### config.mk
export PLATFORM = sky130hd
export DESIGN_NAME = dsrp_top
export DESIGN_NICKNAME = d
export VERILOG_FILES = /design/src/include/dsrp_pkg.sv /design/src/hdl/dsrp_sync.sv /design/src/hdl/dsrp_top.sv
export SDC_FILE = /design/constraint.sdc
export NUM_CORES = 1
export LEC_CHECK = 0
export BUFFER_PORTS_ARGS = -buffer_cell sky130_fd_sc_hd__buf_2
export CAP_MARGIN = 20
export CORE_MARGIN = 4
export CORE_UTILIZATION = 50
export CTS_CLUSTER_DIAMETER = 50
export CTS_CLUSTER_SIZE = 24
export DETAILED_ROUTE_END_ITERATION = 7
export PLACE_DENSITY = 0.69
export SYNTH_ARGS = -nofsm -noshare
export SYNTH_HDL_FRONTEND = slang
export SYNTH_SLANG_ARGS = --single-unit
### constraint.sdc
create_clock -name clk_i -period 2.25 [get_ports clk_i]
set_input_delay 0.3375 -clock clk_i [delete_from_list [all_inputs] [get_ports clk_i]]
set_output_delay 0.3375 -clock clk_i [all_outputs]
set_load 0.005 [all_outputs]
### src/include/dsrp_pkg.sv
package dsrp_pkg;
  localparam logic [7:0] BANK_MASK_ADDR = 8'h10;
  localparam logic [7:0] SEG_MASK_ADDR = 8'h11;
  localparam logic [7:0] RSVD_MASK_ADDR = 8'h12;
  localparam logic [7:0] MASK_RESET = 8'h00;
  localparam int CLK_PERIOD_NS = 25;
  localparam int SR_MIN_RESIDENCY_NS = 15000;
  localparam int SR_MIN_RESIDENCY_CYC = (SR_MIN_RESIDENCY_NS + CLK_PERIOD_NS - 1) / CLK_PERIOD_NS;
  localparam int INTERNAL_REF_NS = 7800;
  localparam int INTERNAL_REF_CYC = INTERNAL_REF_NS / CLK_PERIOD_NS;
  localparam int PROP_DELAY_EDGES = 2;
  localparam int EXIT_INTERVAL_EDGES = 32;
  localparam int SEGMENTS = 8;
  localparam int BANKS = 8;
  typedef enum logic [1:0] {
    DSRP_ACTIVE = 2'b00,
    DSRP_SR_ENTRY = 2'b01,
    DSRP_SR = 2'b10,
    DSRP_SR_EXIT = 2'b11
  } dsrp_state_type;
endpackage

### src/hdl/dsrp_sync.sv
`timescale 1ns/1ps
module dsrp_sync
  import dsrp_pkg::*;
#(
  parameter int WIDTH = 1
)
(
  input wire logic clk_i,
  input wire logic srst_i,
  input wire logic [WIDTH-1:0] d_i,
  output logic [WIDTH-1:0] q_o
);
  logic [WIDTH-1:0] meta;
  always_ff @(posedge clk_i)
  begin
    if (srst_i)
    begin
      meta <= '0;
      q_o <= '0;
    end
    else
    begin
      meta <= d_i;
      q_o <= meta;
    end
  end
endmodule

### src/hdl/dsrp_top.sv
`timescale 1ns/1ps
module dsrp_top
  import dsrp_pkg::*;
#(
  parameter int RESIDENCY_CYC = SR_MIN_RESIDENCY_CYC,
  parameter int REF_PERIOD_CYC = INTERNAL_REF_CYC
)
(
  input wire logic clk_i,
  input wire logic srst_i,
  input wire logic ck_i,
  input wire logic cke_i,
  input wire logic cs_n_i,
  input wire logic [9:0] ca_i,
  output logic self_refresh_o,
  output logic receivers_on_o,
  output logic exit_busy_o,
  output logic refresh_pulse_o,
  output logic [7:0] refresh_bank_o,
  output logic [7:0] refresh_seg_o,
  output logic [7:0] bank_mask_o,
  output logic [7:0] seg_mask_o
);
  initial
  begin
    if (REF_PERIOD_CYC < 1 || RESIDENCY_CYC <= REF_PERIOD_CYC)
      $error("dsrp_top: internal refresh must fall inside residency");
  end

  // ==========================================================
  // pin synchronisers and link clock edge detect
  logic ck_s;
  logic cke_s;
  logic cs_n_s;
  logic [9:0] ca_s;
  logic ck_d;
  logic cke_prev;
  logic ck_rise;

  dsrp_sync #(.WIDTH(13)) u_sync
  (
    .clk_i(clk_i),
    .srst_i(srst_i),
    .d_i({ck_i, cke_i, cs_n_i, ca_i}),
    .q_o({ck_s, cke_s, cs_n_s, ca_s})
  );

  assign ck_rise = ck_s & ~ck_d;

  always_ff @(posedge clk_i)
  begin
    if (srst_i)
      ck_d <= 1'b0;
    else
      ck_d <= ck_s;
  end

  always_ff @(posedge clk_i)
  begin
    if (srst_i)
      cke_prev <= 1'b0;
    else if (ck_rise)
      cke_prev <= cke_s;
  end

  // ==========================================================
  // command decode on link rising edges
  logic sr_entry_cmd;
  logic mrw_rise;
  logic mrw_pend;
  logic [7:0] mrw_addr;

  // entry needs cke high on the previous edge
  assign sr_entry_cmd = ck_rise & ~cke_s & cke_prev & ~cs_n_s & ~ca_s[0] & ~ca_s[1] & ca_s[2];
  assign mrw_rise = ck_rise & cke_s & cke_prev & ~cs_n_s & ~ca_s[0] & ~ca_s[1] & ~ca_s[2] & ~ca_s[3];

  // mrw is two-edge: rise edge gives address high bits, fall edge low bits and data
  always_ff @(posedge clk_i)
  begin
    if (srst_i)
    begin
      mrw_pend <= 1'b0;
      mrw_addr <= 8'h00;
    end
    else if (mrw_rise)
    begin
      mrw_pend <= 1'b1;
      mrw_addr <= {ca_s[9:4], 2'b00};
    end
    else if (ck_d & ~ck_s)
      mrw_pend <= 1'b0;
  end

  // ==========================================================
  // mask registers
  logic mrw_fall;
  logic [7:0] mrw_sel;
  dsrp_state_type state;

  assign mrw_fall = mrw_pend & ck_d & ~ck_s;
  assign mrw_sel = {mrw_addr[7:2], ca_s[1:0]};

  always_ff @(posedge clk_i)
  begin
    if (srst_i)
    begin
      bank_mask_o <= MASK_RESET;
      seg_mask_o <= MASK_RESET;
    end
    else if (mrw_fall && state == DSRP_ACTIVE)
    begin
      if (mrw_sel == BANK_MASK_ADDR)
        bank_mask_o <= ca_s[9:2];
      else if (mrw_sel == SEG_MASK_ADDR)
        seg_mask_o <= ca_s[9:2];
      // reserved address falls through with no effect
    end
  end

  // ==========================================================
  // self refresh state machine
  int unsigned cnt;
  int unsigned res_cnt;
  int unsigned ref_cnt;
  logic ref_done;

  always_ff @(posedge clk_i)
  begin
    if (srst_i)
    begin
      state <= DSRP_ACTIVE;
      cnt <= 0;
    end
    else
    begin
      unique case (state)
        DSRP_ACTIVE:
          if (sr_entry_cmd)
          begin
            state <= DSRP_SR_ENTRY;
            cnt <= 0;
          end
        DSRP_SR_ENTRY:
          // receivers stay on for the propagation delay, then go off
          if (ck_rise)
          begin
            if (cnt == PROP_DELAY_EDGES - 1)
              state <= DSRP_SR;
            cnt <= cnt + 1;
          end
        DSRP_SR:
          // exit needs cke high on a link rising edge; the link clock may be stopped here
          if (cke_s && ck_rise)
          begin
            state <= DSRP_SR_EXIT;
            cnt <= 0;
          end
        DSRP_SR_EXIT:
          // the registering edge starts the interval
          if (ck_rise)
          begin
            if (cnt == EXIT_INTERVAL_EDGES - 1)
              state <= DSRP_ACTIVE;
            cnt <= cnt + 1;
          end
      endcase
    end
  end

  // ==========================================================
  // internal refresh timer, free of the link clock
  logic in_sr;
  assign in_sr = (state == DSRP_SR_ENTRY) || (state == DSRP_SR);

  always_ff @(posedge clk_i)
  begin
    if (srst_i || !in_sr)
    begin
      ref_cnt <= 0;
      res_cnt <= 0;
      ref_done <= 1'b0;
      refresh_pulse_o <= 1'b0;
    end
    else
    begin
      if (res_cnt < RESIDENCY_CYC)
        res_cnt <= res_cnt + 1;
      refresh_pulse_o <= 1'b0;
      if (ref_cnt == REF_PERIOD_CYC - 1)
      begin
        ref_cnt <= 0;
        refresh_pulse_o <= 1'b1;
        ref_done <= 1'b1;
      end
      else
        ref_cnt <= ref_cnt + 1;
    end
  end

  // masked banks and segments get no refresh; 1 means masked
  always_ff @(posedge clk_i)
  begin
    if (srst_i)
    begin
      refresh_bank_o <= 8'h00;
      refresh_seg_o <= 8'h00;
    end
    else
    begin
      refresh_bank_o <= in_sr ? ~bank_mask_o : 8'h00;
      refresh_seg_o <= (in_sr && bank_mask_o != 8'hff) ? ~seg_mask_o : 8'h00;
    end
  end

  // ==========================================================
  // status outputs
  always_ff @(posedge clk_i)
  begin
    if (srst_i)
    begin
      self_refresh_o <= 1'b0;
      receivers_on_o <= 1'b1;
      exit_busy_o <= 1'b0;
    end
    else
    begin
      self_refresh_o <= in_sr;
      receivers_on_o <= (state != DSRP_SR);
      exit_busy_o <= (state == DSRP_SR_EXIT);
    end
  end

  // ==========================================================
  // assertions
  a_entry_decode: assert property (@(posedge clk_i) disable iff (srst_i)
    (state == DSRP_ACTIVE && sr_entry_cmd) |=> state == DSRP_SR_ENTRY)
    else $error("entry command not taken");
  a_refresh_in_res: assert property (@(posedge clk_i) disable iff (srst_i)
    (in_sr && res_cnt == RESIDENCY_CYC - 1) |-> ref_done)
    else $error("no internal refresh within residency");
  a_masks_frozen_sr: assert property (@(posedge clk_i) disable iff (srst_i)
    (state == DSRP_SR && $past(state) == DSRP_SR) |-> $stable(bank_mask_o) && $stable(seg_mask_o))
    else $error("mask changed during self refresh");
  a_bank_mask_map: assert property (@(posedge clk_i) disable iff (srst_i)
    in_sr |=> refresh_bank_o == ~$past(bank_mask_o))
    else $error("bank refresh enables wrong");
  a_seg_mask_map: assert property (@(posedge clk_i) disable iff (srst_i)
    (in_sr && bank_mask_o != 8'hff) |=> refresh_seg_o == ~$past(seg_mask_o))
    else $error("segment refresh enables wrong");
  a_rsvd_no_effect: assert property (@(posedge clk_i) disable iff (srst_i)
    (mrw_fall && mrw_sel == RSVD_MASK_ADDR) |=> $stable(bank_mask_o) && $stable(seg_mask_o))
    else $error("reserved write changed a mask");
  a_mrw_bank_write: assert property (@(posedge clk_i) disable iff (srst_i)
    (mrw_fall && state == DSRP_ACTIVE && mrw_sel == BANK_MASK_ADDR) |=> bank_mask_o == $past(ca_s[9:2]))
    else $error("bank mask write lost");
  a_rx_off_in_sr: assert property (@(posedge clk_i) disable iff (srst_i)
    (state == DSRP_SR) |=> !receivers_on_o)
    else $error("receivers on in self refresh");
  a_exit_from_sr: assert property (@(posedge clk_i) disable iff (srst_i)
    (state == DSRP_SR && cke_s && ck_rise) |=> state == DSRP_SR_EXIT ##1 exit_busy_o)
    else $error("exit not started");
endmodule

==> results.py, run 1 <==
metrics = {
    "route": {
        "drt-met1-wl_um": 5170,
        "avgViaCountPerCell": 5.38,
        "first_pass_iters": 4,
        "wl_met2_um": 5310,
        "drcViolationCount": 0,
        "wl_um": 11100,
        "drtIter0Drc": 281,
        "drtAntennaViolNets": 0,
        "via_count": 4221,
        "top_layer_used": "met4",
        "wire_per_inst_um": 14.1,
        "wl_met3_um": 460,
    },
    "sta": {
        "rsz0062_at_grt": "no",
        "setup_violations": 0,
        "maxSlewHeadroom": 0.623,
        "max_freq_ghz": 0.474,
        "fin_crit_sh": 0.938,
        "setup_ws_ps": 139,
        "clock_skew_ps": 6.89,
        "slew_violations": 0,
        "finalSetupTns_ps": 0,
        "hold_viol": 0,
        "fin_crit_ps": 2110,
        "worst_pin_slew_ps": 563,
    },
    "clock_network": {
        "cts_sinks": 137,
        "clockBufferDepth": 2,
        "cts_tree": "yes",
        "postCtsHoldBufs": 0,
        "htreeDepth": 4,
        "cts_buffers": 17,
        "cts-root-buf": "clkbuf_8",
        "insertion_delay_ps": 510,
        "clk_pin_slew_ps": 60,
    },
    "cells_and_area": {
        "fillerInstances": 892,
        "ff_latch_area_mm2": 0.00274,
        "multi_input_area_mm2": 0.00259,
        "area_delta_synth_final_pct": 19.5,
        "finalNetCount": 660,
        "diodes": 0,
        "fin_util": 0.623,
        "drive_gt1_frac": 0.163,
    },
    "setup_path": {
        "path_class": "flop to flop",
        "startpoint_type": "flop",
        "worstPathRequired_ps": 2700,
        "r2r_cells": 8,
        "crit_arrival_ps": 2560,
        "r2r_slack_ps": 140,
        "crit_fanout": 8,
        "crit_path_end_kind": "flop",
        "r2r-start": "state[1]",
        "r2r-end": "cnt[29]",
    },
    "synthesis": {
        "avgSynthCellArea_um2": 9.45,
        "synth_most_common_cell": "dfxtp_1",
        "synth.area.top_cells": "dfxtp_1, nor2_1, mux2i_1",
        "async_flop_share": 0,
        "ys.flop_type": "dfxtp_1",
        "synth_edf_count": 0,
        "synth_area_mm2": 0.00545,
        "yosysTopAreaCell": "dfxtp_1",
        "synth-seq-area-share": 0.503,
        "syn_nets": 600,
        "ys_warn_count": 0,
        "synth_top_cell_area_share": 0.503,
        "synthTopCellsByCount": "dfxtp_1, nor2_1, nor2b_1",
        "ys_ff_latch": 137,
        "synth_cells": 577,
        "yosysUniqueCellTypes": 50,
    },
    "global_routing": {
        "overflow": 0,
        "grt_pass1_vias": 3898,
        "grt_antenna_before_repair": 0,
        "track_usage": 0.181,
        "grt_pass1_wl_um": 18700,
        "grt_max_degree": 32,
    },
    "floorplanning": {
        "die_w_um": 112,
        "core_mm2": 0.0105,
        "io_pins": 51,
        "die_y_um": 112,
        "fp-row-count": 37,
        "dieArea_mm2": 0.0126,
        "initial_utilization": 0.521,
    },
    "worst_hold_path": {
        "hold_start": "ca_i[8]",
        "hold_depth": 2,
        "min_path_type": "input port to flop",
        "min_to": "u_sync.meta[8]",
    },
    "place": {
        "gp_congestion": 0.871,
        "portBuffers": 50,
        "pre_cts_ws_ps": 25.8,
        "dp_hpwl_um": 7680,
    },
    "power": {
        "ir_drop_uv": 859,
        "powerDensity_mw_per_mm2": 808,
        "p_leak_nw": 2.58,
    },
    "run": {
        "max-cap-violations": 0,
    },
    "status": {
        "outcome": "finished, final reports clean",
    },
}
per-stage QoR:
stage	instances	cell area, µm²	power (W)	hold WS (ps)
2_1_floorplan	577	5450	0.00257	414
3_3_place_gp	752	5890	0.00261	420
3_5_place_dp	752	5890	0.00261	420
4_1_cts	783	6470	0.00531	1.98
5_1_grt	785	6520	0.00543	10.7
6_report	785	6520	0.00527	28.0
routing by layer:
metal	up-vias	global-route usage
met5	-	0
met4	0	0.0657
met3	9	0.0491
met2	83	0.294
met1	1982	0.233
li1	2147	-
worst max-delay path, cell delays in order (launching register included):
cell	delay [ps]
dfxtp_2	350
inv_1	70
ha_1	210
or2_4	280
a22oi_4	240
buf_6	180
nand3_2	150
or4_1	430
a21oi_1	140
flip-flops by register name, indices dropped and copies added (netlist names), 2 cells and up:
| register | cells |
|---|---|
| u_sync.q_o | 13 |
| refresh_seg_o | 8 |
| refresh_bank_o | 8 |
| seg_mask_o | 8 |
| mrw_addr | 6 |
| cnt | 32 |
| u_sync.meta | 13 |
| bank_mask_o | 8 |
| ref_cnt | 32 |
| state | 2 |
layout make-up:
class                   instances  area share
clock buffers                  20      0.0668
clock inverters                11      0.0227
inverters                      12     0.00691
multi-input cells             405       0.397
flip-flops and latches        137       0.421
well taps                     136      0.0261
repair buffers                 64      0.0589
placed cells by master (no fill, tap or decap), drive strengths merged, types with 2 or more instances in the layout:
cell type,count
nor4bb,2
clkinv,6
a21oi,27
xnor2,9
nor3,8
nor4b,3
nand3b,3
nor2,83
inv,13
nand4b,4
nor4,13
o21ai,16
and4,9
bufinv,3
mux2i,25
clkbuf,20
or4,7
nand2b,7
o41ai,3
nor2b,29
dfxtp,137
or3,10
buf,64
nand2,24
and3,13
and2,5
xor2,27
nand4,29
o21a,2
or2,2
ha,8
nand3,22
o31ai,7
report_power, final:
group / total, W / internal [W] / leakage, nW / switching, W
registers: 0.00247 / 0.00245 / 1.11 / 0.0000152
clock network: 0.00271 / 0.00171 / 0.285 / 0.000998
logic: 0.0000876 / 0.0000405 / 1.18 / 0.0000472
total: 0.00527 / 0.00421 / 2.58 / 0.00106
worst max-delay path by stage:
stage / from / end / slack [ps] / depth (start not counted)
6_report: state[1] / cnt[29] / 140 / 8
2_1_floorplan: state[1] / cnt[30] / 180 / 8
3_3_place_gp: state[1] / cnt[29] / 120 / 8
4_1_cts: state[1] / cnt[29] / 20 / 8
5_1_grt: state[1] / cnt[29] / 30 / 8
3_5_place_dp: state[1] / cnt[29] / 30 / 8
what timing repair did:
item,in CTS,in global routing
setup buffers,0,2
hold endpoints to repair,0,0
setup endpoints to repair,0,23
resized for setup,0,6
cells by family (layout without fill, tap and decap cells):
kind of cell | Yosys count | in the layout | share of synthesized area
multiplexers | 25 | 25 | 0.0459
AND/OR/NAND/NOR | 274 | 274 | 0.278
buffers and inverters | 35 | 107 | 0.0271
AO/OA/AOI/OAI | 62 | 62 | 0.0702
adder cells (fa/ha/maj) | 8 | 8 | 0.0184
XOR/XNOR | 36 | 36 | 0.0578
flip-flops | 137 | 137 | 0.503
No activity file was read; power rests on OpenSTA's default activity.
==> run 2, diff against run 1 <==
--- a/config.mk
+++ b/config.mk
@@ -8,7 +8,8 @@
 export BUFFER_PORTS_ARGS = -buffer_cell sky130_fd_sc_hd__buf_2
 export CAP_MARGIN = 20
+export CORE_ASPECT_RATIO = 1.25
 export CORE_MARGIN = 4
 export CORE_UTILIZATION = 50
-export CTS_CLUSTER_DIAMETER = 50
+export CTS_CLUSTER_DIAMETER = 30
 export CTS_CLUSTER_SIZE = 24
 export DETAILED_ROUTE_END_ITERATION = 7
==> constraint.sdc (replaced) <==
create_clock -name clk_i -period 2.25 [get_ports clk_i]
set_input_delay 0.3375 -clock clk_i [delete_from_list [all_inputs] [get_ports clk_i]]
set_output_delay 0.3375 -clock clk_i [all_outputs]
set_load 0.01 [all_outputs]
==> run 2 against run 1 <==
Global-route usage up 0.43 points. Clock-buffer cell count is 3 lower. Clock skew rose by 1.3 ps. Non-clock buffer count unchanged. Largest cell class unchanged. Largest power group unchanged.
==> results.py, run 2 (synthesized netlist as in run 1, its figures left out) <==
metrics = {
    "route": {
        "wl_met3_um": 483,
        "top_layer_used": "met4",
        "wire_per_inst_um": 14.8,
        "drt-met1-wl_um": 5160,
        "avgViaCountPerCell": 5.57,
        "drtIter0Drc": 241,
        "wl_met2_um": 5700,
        "via_count": 4358,
        "drcViolationCount": 0,
        "drtAntennaViolNets": 0,
        "first_pass_iters": 4,
        "wl_um": 11600,
    },
    "sta": {
        "clock_skew_ps": 8.22,
        "max_freq_ghz": 0.473,
        "setup_violations": 0,
        "worst_pin_slew_ps": 596,
        "hold_viol": 0,
        "holdWs_ps": 130,
        "rsz0062_at_grt": "no",
        "fin_crit_sh": 0.939,
        "slew_violations": 0,
        "maxSlewHeadroom": 0.599,
        "finalSetupTns_ps": 0,
        "fin_crit_ps": 2110,
    },
    "global_routing": {
        "grt_pass1_wl_um": 19000,
        "grt_max_degree": 38,
        "grt_pass1_vias": 4052,
        "track_usage": 0.186,
        "overflow": 0,
        "grt_antenna_before_repair": 0,
    },
    "worst_hold_path": {
        "hold_depth": 2,
        "hold_start": "cke_i",
        "min_path_type": "input port to flop",
        "min_to": "u_sync.meta[11]",
    },
    "setup_path": {
        "crit_arrival_ps": 2450,
        "r2r_slack_ps": 140,
        "r2r-end": "cnt[26]",
        "startpoint_type": "flop",
        "r2r-start": "state[0]",
        "r2r_cells": 6,
        "crit_fanout": 13,
        "crit_path_end_kind": "flop",
        "path_class": "flop to flop",
        "worstPathRequired_ps": 2590,
    },
    "clock_network": {
        "cts_tree": "yes",
        "cts_sinks": 137,
        "cts_buffers": 17,
        "clockBufferDepth": 2,
        "insertion_delay_ps": 410,
        "cts-root-buf": "clkbuf_16",
        "clk_pin_slew_ps": 60,
        "htreeDepth": 4,
    },
    "power": {
        "p_total_w": 0.00536,
        "p_leak_nw": 2.58,
        "ir_drop_uv": 431,
        "intPower_w": 0.00417,
        "switching_share": 0.222,
        "power_frac_comb": 0.017,
        "p_clk_frac": 0.523,
        "powerDensity_mw_per_mm2": 821,
        "p_switching_w": 0.00119,
        "p_seq_frac": 0.461,
    },
    "cells_and_area": {
        "diodes": 0,
        "top_regs": "cnt x32, ref_cnt x32",
        "ff_latch_area_mm2": 0.00274,
        "multi_input_area_mm2": 0.00260,
        "finalNetCount": 661,
        "final_cell_mix": "dfxtp_1, nor2_1, buf_2, nor2b_1",
        "area_delta_synth_final_pct": 19.7,
        "final_common_cell": "dfxtp_1",
        "fillerInstances": 912,
        "drive_gt1_frac": 0.169,
        "fin_area_mm2": 0.00653,
    },
    "place": {
        "portBuffers": 50,
        "gp_congestion": 0.835,
        "postPlaceCellArea_mm2": 0.00587,
        "dp_hpwl_um": 7910,
    },
    "floorplanning": {
        "initial_utilization": 0.514,
        "core_mm2": 0.0106,
        "fp-row-count": 42,
        "io_pins": 51,
        "die_y_um": 125,
        "die_w_um": 101,
        "dieArea_mm2": 0.0127,
    },
    "status": {
        "outcome": "finished, final reports clean",
    },
    "run": {
        "max-cap-violations": 0,
    },
}
run 2: cell types whose count changed in the layout (fill, tap and decap cells not counted), moves of 2 or more:
cell / previous run / this run
clkinv_2: 3 / 1
inv_6: 1 / 6
clkbuf_8: 2 / 0
inv_8: 0 / 3
clkbuf_1: 2 / 0
run 2: area by class of cell:
class                      instances  share of cell area
timing repair buffer              64              0.0569
sequential                       137               0.420
clock inverter                    15              0.0270
multi-input combinational        406               0.398
inverter                          12             0.00690
tap                              132              0.0253
clock buffer                      17              0.0652
run 2: worst max path at each step:
stage                     startpoint      end  cells past startpoint
final                       state[0]  cnt[26]                      6
after global routing        state[0]  cnt[20]                      6
after CTS                   state[1]  cnt[15]                      8
after detailed placement    state[1]  cnt[15]                      8
after global placement      state[1]  cnt[29]                      8
after floorplan             state[1]  cnt[30]                      8
run 2: stage by stage:
step	instances	worst slack [ps]	utilization
2_1_floorplan	577	176	-
3_3_place_gp	748	117	0.553
3_5_place_dp	748	23.4	0.553
4_1_cts	780	23.0	0.610
5_1_grt	783	8.12	0.615
6_report	783	136	0.615
run 2: repair_timing:
| item | 4_1_cts | 5_1_grt |
|---|---|---|
| gates resized for setup | 0 | 6 |
| hold buffers | 0 | 0 |
| endpoints found under the hold margin | 0 | 0 |
| setup endpoints to repair | 0 | 14 |
| setup buffers | 0 | 2 |
run 2: worst max-delay path, stage by stage (launching register included):
cell and delay, ps:
dfxtp_1 400, inv_1 110, ha_1 230, a21bo_2 450, nand3_4 180, or4_1 540
a21oi_1 150
run 2: metal layers:
metal | global-route usage | vias to the layer above
li1 | - | 2162
met1 | 0.229 | 2084
met2 | 0.303 | 94
met3 | 0.0493 | 18
met4 | 0.0751 | 0
met5 | 0 | -
run 2: power by group through the flow:
stage / registers, W / clock network [W] / logic (W)
after floorplan: 0.00252 / 0 / 0.0000553
after global placement: 0.00252 / 0 / 0.0000847
after detailed placement: 0.00252 / 0 / 0.0000880
after CTS: 0.00247 / 0.00284 / 0.0000883
after global routing: 0.00247 / 0.00298 / 0.0000989
final: 0.00247 / 0.00280 / 0.0000888
==> run 3, diff against run 2 <==
Settings changed: ABC_AREA from default to 1.
==> run 3 against run 2 <==
Sequential share of layout area down 3.8 points. Wire length up 19%. Power up 25%. Setup slack better by 190 ps. Utilization down 2.2 points.
==> results.py, run 3 <==
metrics = {
    "cells_and_area": {
        "top_regs": "cnt x32, ref_cnt x32",
        "finalNetCount": 973,
        "final_cell_mix": "nor2_1, nand2_1, dfxtp_1, inv_1, a21oi_1",
        "fin_area_mm2": 0.00718,
        "area_delta_synth_final_pct": 16.2,
        "diodes": 0,
        "drive_gt1_frac": 0.123,
        "fin_cells": 1126,
        "final_common_cell": "nor2_1",
    },
    "power": {
        "intPower_w": 0.00472,
        "p_clk_frac": 0.423,
        "powerDensity_mw_per_mm2": 929,
        "p_seq_frac": 0.407,
        "switching_share": 0.292,
        "p_leak_nw": 2.92,
        "p_switching_w": 0.00195,
        "power_frac_comb": 0.170,
        "ir_drop_uv": 506,
    },
    "sta": {
        "slew_violations": 0,
        "max_freq_ghz": 0.521,
        "hold_viol": 0,
        "setup_violations": 0,
        "finalSetupTns_ps": 0,
        "fin_crit_ps": 1920,
        "setup_ws_ps": 331,
        "fin_crit_sh": 0.853,
        "worst_pin_slew_ps": 558,
        "rsz0062_at_grt": "no",
        "maxSlewHeadroom": 0.628,
        "clock_skew_ps": 10.2,
    },
    "clock_network": {
        "cts_setup_buffers": 0,
        "cts-root-buf": "clkbuf_16",
        "postCtsHoldBufs": 0,
        "clockBufferDepth": 2,
        "cts_tree": "yes",
        "cts_buffers": 17,
        "clk_pin_slew_ps": 60,
        "insertion_delay_ps": 420,
        "cts_resized": 0,
        "cts_sinks": 137,
        "htreeDepth": 4,
    },
    "floorplanning": {
        "die_w_um": 107,
        "die_y_um": 132,
        "io_pins": 51,
        "initial_utilization": 0.510,
        "fp-row-count": 45,
        "dieArea_mm2": 0.0142,
        "core_mm2": 0.0121,
    },
    "synthesis": {
        "synth_area_mm2": 0.00618,
        "synth_top_cell_area_share": 0.444,
        "ys.flop_type": "dfxtp_1",
        "synth-seq-area-share": 0.444,
        "yosysUniqueCellTypes": 35,
        "avgSynthCellArea_um2": 6.93,
        "async_flop_share": 0,
        "synth.area.top_cells": "dfxtp_1, nor2_1, nand2_1",
        "synthTopCellsByCount": "nor2_1, nand2_1, dfxtp_1, inv_1, a21oi_1",
        "yosysTopAreaCell": "dfxtp_1",
        "syn_nets": 915,
        "synth_edf_count": 0,
        "synth_cells": 892,
        "ys_ff_latch": 137,
        "synth_most_common_cell": "nor2_1",
        "ys_warn_count": 0,
    },
    "run": {
        "max-cap-violations": 0,
    },
    "route": {
        "drtIter0Drc": 275,
        "drcViolationCount": 0,
        "via_count": 5461,
        "first_pass_iters": 5,
        "drtAntennaViolNets": 0,
        "wl_um": 13800,
        "avgViaCountPerCell": 4.85,
        "wire_per_inst_um": 12.2,
    },
    "place": {
        "dp_hpwl_um": 10000,
        "portBuffers": 50,
        "pre_cts_ws_ps": 333,
        "place_inst": 1095,
        "gp_congestion": 0.903,
        "postPlaceCellArea_mm2": 0.00658,
    },
    "setup_path": {
        "worstPathRequired_ps": 2560,
        "critPathLaunch": "state[1]",
        "r2r_cells": 12,
        "cp_slowest_cell": "dfxtp_1",
        "crit_end": "cnt[25]",
        "critPathMaxStageDelay_ps": 380,
        "crit_path_end_kind": "flop",
        "path_class": "flop to flop",
        "crit_fanout": 16,
        "crit_arrival_ps": 2230,
        "startpoint_type": "flop",
        "r2r_slack_ps": 330,
        "r2r-end": "cnt[25]",
        "r2r-start": "state[1]",
        "worstPathCellList": "inv_1 -> ha_1 -> nor2_4 -> nor2_1 -> inv_1 -> nand2_1 -> inv_2 -> nand2_4 -> nor2_4 -> nand3_1 -> nand2_1 -> nor2_1",
    },
    "global_routing": {
        "grt_antenna_before_repair": 0,
        "grt_pass1_wl_um": 23200,
        "overflow": 0,
        "track_usage": 0.204,
        "grt_max_degree": 39,
        "grt_pass1_vias": 4989,
    },
    "worst_hold_path": {
        "min_path_type": "input port to flop",
    },
    "status": {
        "outcome": "finished, final reports clean",
    },
}
-- run 3: cell count changes after synthesis, sizes merged, moves of 11 or more --
| cell | delta |
|---|---|
| a21oi | +28 |
| mux2i | -25 |
| o21ai | +16 |
| nor3 | +17 |
| nor4 | -12 |
| nor2 | +128 |
| nor2b | -29 |
| and3 | -12 |
| nand2 | +167 |
| nand4 | -11 |
| xor2 | -13 |
| inv | +108 |
| nand3 | +26 |
-- run 3: routing by layer --
layer | up-vias | routed length [µm] | GRT usage
met2 | 90 | 7170 | 0.362
met3 | 19 | 426 | 0.0407
li1 | 2899 | - | -
met4 | 0 | 279 | 0.0877
met5 | - | 0 | 0
met1 | 2453 | 5910 | 0.234
-- run 3: cell families after synthesis --
family	count (synthesis)	synth area share
simple gates	503	0.354
buf+inv	139	0.0895
flops	137	0.444
compound gates	89	0.0733
xor+xnor	16	0.0227
fa+ha+maj	8	0.0162
-- run 3: power by group through the flow --
stage	sequential, W	clock, W	combinational, W
2_1_floorplan	0.00282	0	0.000759
3_3_place_gp	0.00276	0	0.00114
3_5_place_dp	0.00277	0	0.00115
4_1_cts	0.00271	0.00287	0.00115
5_1_grt	0.00273	0.00298	0.00127
6_report	0.00271	0.00282	0.00113
-- run 3: how the worst min path moves through the flow --
stage,from,to,slack (ps),cells after the start
floorplan,u_sync.meta[0],u_sync.q_o[0],390,2
global placement,u_sync.meta[2],u_sync.q_o[2],390,2
detailed placement,u_sync.meta[2],u_sync.q_o[2],390,2
CTS,ca_i[1],u_sync.meta[1],100,3
global route,ca_i[6],u_sync.meta[6],110,3
finish,ca_i[3],u_sync.meta[3],110,3
-- run 3: stage by stage --
stage                     utilization  total power, W  hold WS [ps]
after global placement          0.544         0.00390           389
after CTS                       0.593         0.00674          97.5
after detailed placement        0.544         0.00391           392
final                           0.593         0.00667           113
after global routing            0.593         0.00698           108
after floorplan                     -         0.00358           388
-- run 3: cell type report --
cell class | instances | area, µm²
Multi-Input combinational cell | 616 | 2880
Tap cell | 164 | 205
Clock buffer | 19 | 433
Fill cell | 1163 | 4920
Inverter | 122 | 458
Sequential cell | 137 | 2740
Clock inverter | 12 | 165
Timing Repair Buffer | 56 | 295
-- run 3: worst max-delay path, delay by kind of cell (launching register included) --
family / cells / cell delay, ps
and+or+nand+nor: 8 / 920
DFF: 1 / 380
buffers and inverters: 3 / 280
adders and majority gates: 1 / 230
